===== config.mk =====
export PLATFORM = sky130hd
export DESIGN_NAME = mci_counter_read
export DESIGN_NICKNAME = d
export VERILOG_FILES = /design/src/verilog/mci_counter_read.v
export VERILOG_INCLUDE_DIRS = /design/src /design/src/common
export SDC_FILE = /design/constraint.sdc
export NUM_CORES = 1
export LEC_CHECK = 0
export ABC_AREA = 0
export BUFFER_PORTS_ARGS = -buffer_cell sky130_fd_sc_hd__buf_2
export CAP_MARGIN = 40
export CORE_UTILIZATION = 60
export CTS_CLUSTER_DIAMETER = 60
export DETAILED_ROUTE_END_ITERATION = 10
export GPL_TIMING_DRIVEN = 0
export MAX_ROUTING_LAYER = met4
export PLACE_DENSITY = 0.87
export SYNTH_ARGS = -nofsm -noshare
export SYNTH_HDL_FRONTEND = slang
export SYNTH_SLANG_ARGS = --single-unit

===== constraint.sdc =====
create_clock -name clk -period 3.4 [get_ports clk]
set_input_delay 0.34 -clock clk [delete_from_list [all_inputs] [get_ports clk]]
set_output_delay 0.34 -clock clk [all_outputs]
set_load 0.05 [all_outputs]

===== src/common/mci_map.vh =====
// Register offsets, select codes, index layout and result fields of the counter read path.
`ifndef MCI_MAP_VH
`define MCI_MAP_VH

// ********************************************************************
// Register offsets
// ********************************************************************
`define MCI_OFS_SELECT     8'h6e
`define MCI_OFS_INDEX      8'h6f
`define MCI_OFS_RESULT3    8'h75
`define MCI_OFS_RESULT2    8'h76
`define MCI_OFS_RESULT1    8'h77
`define MCI_OFS_RESULT0    8'h78

// ********************************************************************
// Select codes and index layout
// ********************************************************************
`define MCI_SEL_PORT       8'h1c
`define MCI_SEL_DROP       8'h1d
`define MCI_SEL_RESET      8'h00
`define MCI_INDEX_RESET    8'h00
`define MCI_NUM_PORTS      5
`define MCI_PORT_STRIDE    8'h20
`define MCI_OFS_RX64       5'h0e
`define MCI_DROP_BASE      9'h100
`define MCI_DROP_RX_FIRST  4'h5
`define MCI_NUM_DROP       10

// ********************************************************************
// Result fields
// ********************************************************************
`define MCI_BIT_OVERFLOW   31
`define MCI_BIT_VALID      30
`define MCI_CNT_WIDTH      30
`define MCI_DROP_WIDTH     16

`endif


===== src/verilog/mci_counter_read.v =====
// Indirect read path for the per-port and dropped-packet statistics counters.
`include "mci_map.vh"
`default_nettype none

module mci_counter_read (
	// System
	input  wire        clk,
	input  wire        rst,
	// Register port
	input  wire        reg_wr,
	input  wire        reg_rd,
	input  wire [7:0]  reg_addr,
	input  wire [7:0]  reg_wdata,
	output reg  [7:0]  reg_rdata,
	// Frame events, one bit per port
	input  wire [4:0]  rx_frame_len64,
	input  wire [4:0]  tx_drop,
	input  wire [4:0]  rx_drop
);

	// ********************************************************************
	// Control registers
	// ********************************************************************
	reg  [7:0]  select_reg;
	reg  [7:0]  index_reg;
	reg  [31:0] hold_reg;
	reg  [31:0] hold_next;
	wire [149:0] len64_cnt_flat;
	wire [4:0]  len64_ovf_flat;
	wire [79:0] tx_drop_flat;
	wire [79:0] rx_drop_flat;

	// ********************************************************************
	// Address decode and counter select
	// ********************************************************************
	// One compare serves both write strobes so they always decode alike.
	function addr_is;
		input       strobe;
		input [7:0] addr;
		input [7:0] ofs;
		begin
			addr_is = strobe && (addr == ofs);
		end
	endfunction

	// Picks one 30-bit count out of the five packed per-port counts.
	function [29:0] count_of;
		input [149:0] flat;
		input [2:0]   port;
		begin
			count_of = flat[port * 30 +: 30];
		end
	endfunction

	// Drop slots 0 to 4 are transmit, 5 to 9 receive.
	function [15:0] drop_of;
		input [79:0] tx_flat;
		input [79:0] rx_flat;
		input [3:0]  slot;
		begin
			if (slot < 4'h5)
				drop_of = tx_flat[slot * 16 +: 16];
			else
				drop_of = rx_flat[(slot - 4'h5) * 16 +: 16];
		end
	endfunction

	// Byte three goes out first so the host sees overflow and valid before the count.
	function [7:0] result_byte;
		input [31:0] word;
		input [1:0]  lane;
		begin
			case (lane)
				2'h3:    result_byte = word[31:24];
				2'h2:    result_byte = word[23:16];
				2'h1:    result_byte = word[15:8];
				default: result_byte = word[7:0];
			endcase
		end
	endfunction

	wire        wr_select = addr_is(reg_wr, reg_addr, `MCI_OFS_SELECT);
	wire        trigger   = addr_is(reg_wr, reg_addr, `MCI_OFS_INDEX);
	wire        sel_port  = (select_reg == `MCI_SEL_PORT);
	wire        sel_drop  = (select_reg == `MCI_SEL_DROP);

	// Port number from index: base 0x20 per port above port zero.
	function [2:0] port_of;
		input [7:0] idx;
		begin
			port_of = idx[7:5];
		end
	endfunction

	wire [2:0]  tport     = port_of(reg_wdata);
	wire        port_hit  = trigger && sel_port && (tport < 3'h5) && (reg_wdata[4:0] == `MCI_OFS_RX64);
	wire [8:0]  drop_idx  = {1'b1, reg_wdata};
	wire        drop_hit  = trigger && sel_drop && (drop_idx < (`MCI_DROP_BASE + 9'h00a));
	wire [3:0]  dslot     = reg_wdata[3:0];

	always @(posedge clk) begin
		if (rst) begin
			select_reg <= `MCI_SEL_RESET;
			index_reg  <= `MCI_INDEX_RESET;
		end else begin
			if (wr_select)
				select_reg <= reg_wdata;
			if (trigger)
				index_reg <= reg_wdata;
		end
	end

	// ********************************************************************
	// Holding register
	// ********************************************************************
	// The snapshot keeps all four byte reads coherent while counting goes on.
	always @* begin
		hold_next = hold_reg;
		if (port_hit) begin
			hold_next = {len64_ovf_flat[tport], 1'b1, count_of(len64_cnt_flat, tport)};
		end else if (drop_hit) begin
			hold_next = {16'h0000, drop_of(tx_drop_flat, rx_drop_flat, dslot)};
		end else if (trigger) begin
			// An unknown select or index leaves the valid bit low.
			hold_next = 32'h00000000;
		end
	end

	always @(posedge clk) begin
		if (rst) begin
			hold_reg <= 32'h00000000;
		end else begin
			hold_reg <= hold_next;
		end
	end

	// ********************************************************************
	// Counters
	// ********************************************************************
	genvar g;
	generate
		for (g = 0; g < 5; g = g + 1) begin : gen_port
			reg  [29:0] cnt_reg;
			reg         ovf_reg;
			reg  [15:0] txd_reg;
			reg  [15:0] rxd_reg;
			wire        clr = port_hit && (tport == g);
			// A frame in the clearing cycle counts as one so it is not lost.
			always @(posedge clk) begin
				if (rst) begin
					cnt_reg <= 30'h00000000;
					ovf_reg <= 1'b0;
				end else if (clr) begin
					cnt_reg <= {29'h00000000, rx_frame_len64[g]};
					ovf_reg <= 1'b0;
				end else if (rx_frame_len64[g]) begin
					cnt_reg <= cnt_reg + 30'h00000001;
					if (&cnt_reg) begin
						ovf_reg <= 1'b1;
					end
				end
			end
			// Drop counters wrap silently and are never cleared by a read.
			always @(posedge clk) begin
				if (rst) begin
					txd_reg <= 16'h0000;
				end else if (tx_drop[g]) begin
					txd_reg <= txd_reg + 16'h0001;
				end
			end
			always @(posedge clk) begin
				if (rst) begin
					rxd_reg <= 16'h0000;
				end else if (rx_drop[g]) begin
					rxd_reg <= rxd_reg + 16'h0001;
				end
			end
			// Each port owns its own slices, so every bit has one driver.
			assign len64_cnt_flat[g * 30 +: 30] = cnt_reg;
			assign len64_ovf_flat[g]            = ovf_reg;
			assign tx_drop_flat[g * 16 +: 16]   = txd_reg;
			assign rx_drop_flat[g * 16 +: 16]   = rxd_reg;
		end
	endgenerate

	// ********************************************************************
	// Read data
	// ********************************************************************
	always @(posedge clk) begin
		if (rst) begin
			reg_rdata <= 8'h00;
		end else if (reg_rd) begin
			case (reg_addr)
				`MCI_OFS_SELECT:  reg_rdata <= select_reg;
				`MCI_OFS_INDEX:   reg_rdata <= index_reg;
				`MCI_OFS_RESULT3: reg_rdata <= result_byte(hold_reg, 2'h3);
				`MCI_OFS_RESULT2: reg_rdata <= result_byte(hold_reg, 2'h2);
				`MCI_OFS_RESULT1: reg_rdata <= result_byte(hold_reg, 2'h1);
				`MCI_OFS_RESULT0: reg_rdata <= result_byte(hold_reg, 2'h0);
				default:          reg_rdata <= 8'h00;
			endcase
		end
	end

endmodule

`default_nettype wire


==> key figures <==
Status
  – Status: finished, final reports clean

Clock tree
  – CTS Sinks: between 300 and 400
  – Clk root buf: clkbuf_16
  – Hold Buf Count CTS: 0
  – Total CTS buffers: 39
  – CTS clk-pin slew, worst paths: 60 ps
  – # H-tree levels: 2
  – CTS tree: yes
  – Clock Latency Late Sink: 550 ps
  – Post-CTS setup repair buffer count: 0
  – CTS max path bufs: 3

Synthesis
  – Synthesized Nets: roughly 2200
  – Ys flop type: dfxtp_1
  – EDFF count, synth: 0
  – Yosys warns: 0
  – Yosys reg bits: approximately 370
  – Post-synth top area share: 0.4027
  – FFs w/ async S/R, synth: 0
  – Sequential area share after synthesis: 0.4027
  – Synthesized area per cell: 8.777 um2
  – Cell area after synthesis: 0.01844 mm2
  – Yosys cell types: just under 70
  – Largest cells by area after synthesis: dfxtp_1 (40%), nor2_1 (7.2%), xnor2_1 (7.2%)
  – Area leader, netlist: dfxtp_1
  – Synthesized instance count: 2101

STA
  – Max Freq: between 0.3 and 0.4 GHz
  – Max-slew violation count: 0
  – Final worst setup slack: around 170 ps
  – Setup Total Neg Slack: 0 ps
  – Unrepaired setup endpoints after global routing: no
  – Least-Margin Pin Slew: between 900 and 1000 ps
  – Final hold violation count: 0
  – Clk_skew: 26.18 ps
  – Final setup vio count: 0
  – Hold_ws: 132.7 ps
  – Slew margin rel.: 0.3946
  – Period minus WS final: 3231 ps
  – Final period utilization: 0.9504

Final layout
  – Commonest non-fill, non-tap cell in the layout: dfxtp_1
  – Layout cells sized above 1: 0.09375
  – Fin area: between 0.02 and 0.025 mm2
  – Layout net count: 2231
  – Finished Layout Cells: roughly 2600
  – Most frequent cells in the layout: dfxtp_1 (371), nor2_1 (354), nand2_1 (151), xnor2_1 (151), xor2_1 (114)
  – Max reg flops: 150
  – Area delta synth->final: 10.84%
  – Fillers: roughly 2300

Floorplan
  – Die X: approximately 180 um
  – Site Rows: 63
  – DIE AREA: 0.03144 mm2
  – Die H: about 180 um
  – Io pins: between 40 and 50
  – Initial Utilization: 0.6157
  – Core Region: 0.02995 mm2

Critical path
  – Critical path class: in -> reg
  – RR Startpoint: select_reg[2]
  – Startpoint Class: input pin
  – Req. time, crit path: just under 4000 ps
  – Crit path from: reg_wdata[0]
  – Kind of end point of the critical path: flip-flop
  – Largest fanout on the critical path: 10
  – Arrival @ worst endpoint: between 3000 and 4000 ps

Placed design
  – Placed Instances: around 2500
  – Dpl ws: -1282 ps
  – HPWL Detailed: between 30000 and 40000 um
  – Port bufs: 35
  – Area of placed instances: around 0.019 mm2
  – GPL Wtd Cong: just under 1

GRT
  – GRT Util Overall: 0.3368
  – Total global routing overflow: 0
  – Initial antenna violation count: 3
  – Global-route wire length before repair: 80890 um
  – Pin count of the biggest net entering global routing: 14
  – Vias in the first global route: around 15000

Routing
  – DR WL met3: approximately 5000 um
  – Iteration-0 DRC Markers: roughly 1800
  – Post-route DRC: 0
  – Metal1 wirelength: around 22000 um
  – Vias/cell: approximately 6.3
  – Final WL: approximately 52000 um
  – Vias: 16460
  – Avg WL per Cell: 19.87 um
  – Met2 WL post-DR: ~23000 um
  – Highest metal used: met4
  – First-pass detailed-route iteration total: 5
  – Post-route ant nets: 0

Min path
  – Hold Crit Class: in -> reg
  – Min-delay src: rx_frame_len64[0]

Power and ir drop
  – Power Density: roughly 450 mW/mm2
  – Worst vdd ir: approximately 290 uV
  – LEAKAGE: around 7 nW

Flow run
  – Max-cap violation count: 0
[worst paths after layout]
| path | end | slack (ps) | cells past startpoint |
|---|---|---|---|
| worst max register to register | gen_port[4].cnt_reg[20] | 860 | 6 |
| worst min register to register | hold_reg[16] | 450 | 2 |
| worst min-delay path | gen_port[0].cnt_reg[0] | 130 | 3 |
| worst max-delay path | hold_reg[10] | 170 | 12 |
[final cells by class]
type | count | area [um2] | share of cell area
Multi-Input combinational cell | 1563 | 10360 | 0.5071
Sequential cell | 371 | 7427 | 0.3633
Clock buffer | 53 | 1110 | 0.05429
Tap cell | 390 | 488.0 | 0.02387
Buffer | 115 | 473.0 | 0.02314
Timing Repair Buffer | 38 | 196.4 | 0.009610
Inverter | 51 | 195.2 | 0.009549
Clock inverter | 17 | 178.9 | 0.008753
Antenna cell | 3 | 7.507 | 0.0003673
[per-layer routing]
metal | track usage | up-vias
li1 | - | 7616
met1 | 0.4469 | 7911
met2 | 0.5256 | 807
met3 | 0.05077 | 127
met4 | 0.1122 | 0
met5 | - | -
[report_power, final]
part	internal, mW	leakage [nW]	switching (mW)
Combinational	0.176	3.28	0.340
Sequential	4.39	2.99	0.0570
Clock	2.53	0.646	1.78
Total	7.09	6.92	2.18
[logic make-up (layout without fill, tap and decap cells)]
logic type / Yosys count / count (layout) / share of synthesized area
and+or+nand+nor: 897 / 897 / 0.2356
xor gates and xnor gates: 265 / 265 / 0.1259
DFF: 371 / 371 / 0.4027
other: 0 / 3 / 0
buffers and inverters: 167 / 274 / 0.03609
adders and majority gates: 17 / 17 / 0.01153
AOI/OAI and AO/OA: 280 / 280 / 0.1041
muxes: 104 / 104 / 0.08399
[cells in the mapped netlist (7+ instances only)]
cell type    n
dfxtp_1    371
nor2b_1     12
o211ai_1    16
o22ai_1      7
nand3_1     77
nor3_1      58
a22oi_1     62
buf_2       19
nand2_1    151
or3_1       29
a2bb2oi_1    8
mux2_2      26
nor2_1     354
and2_1       8
nand4_1     70
and4_1      34
o21ai_0     37
ha_1        17
mux4_2      38
buf_1       10
inv_1       49
xnor2_1    151
and3_1      46
mux2i_1     40
xor2_1     114
a311oi_1     8
clkbuf_1    84
nor4_1      26
a21oi_1     84
a32o_1       8
o311ai_0     7
a221o_1     16
[timing repair]
action / CTS / global route
gates resized for setup: 4 / 2
endpoints found under the hold margin: 0 / 0
setup endpoints to repair: 16 / 9
[per-stage QoR]
step,util,power [mW]
6_report,0.6824,9.269
3_5_place_dp,0.6385,5.040
4_1_cts,0.6819,9.271
3_3_place_gp,0.6378,5.022
5_1_grt,0.6824,9.513
2_1_floorplan,-,4.860
[critical path, cell delays in order]
cell and delay, ps:
buf_2 100, buf_4 230, buf_2 380, buf_2 320
clkinvlp_4 290, ha_4 450, and3_1 190, clkbuf_1 230
clkbuf_1 370, a221o_1 280, o311ai_0 270, a21oi_1 230
Power figures use the tool's default switching activity.
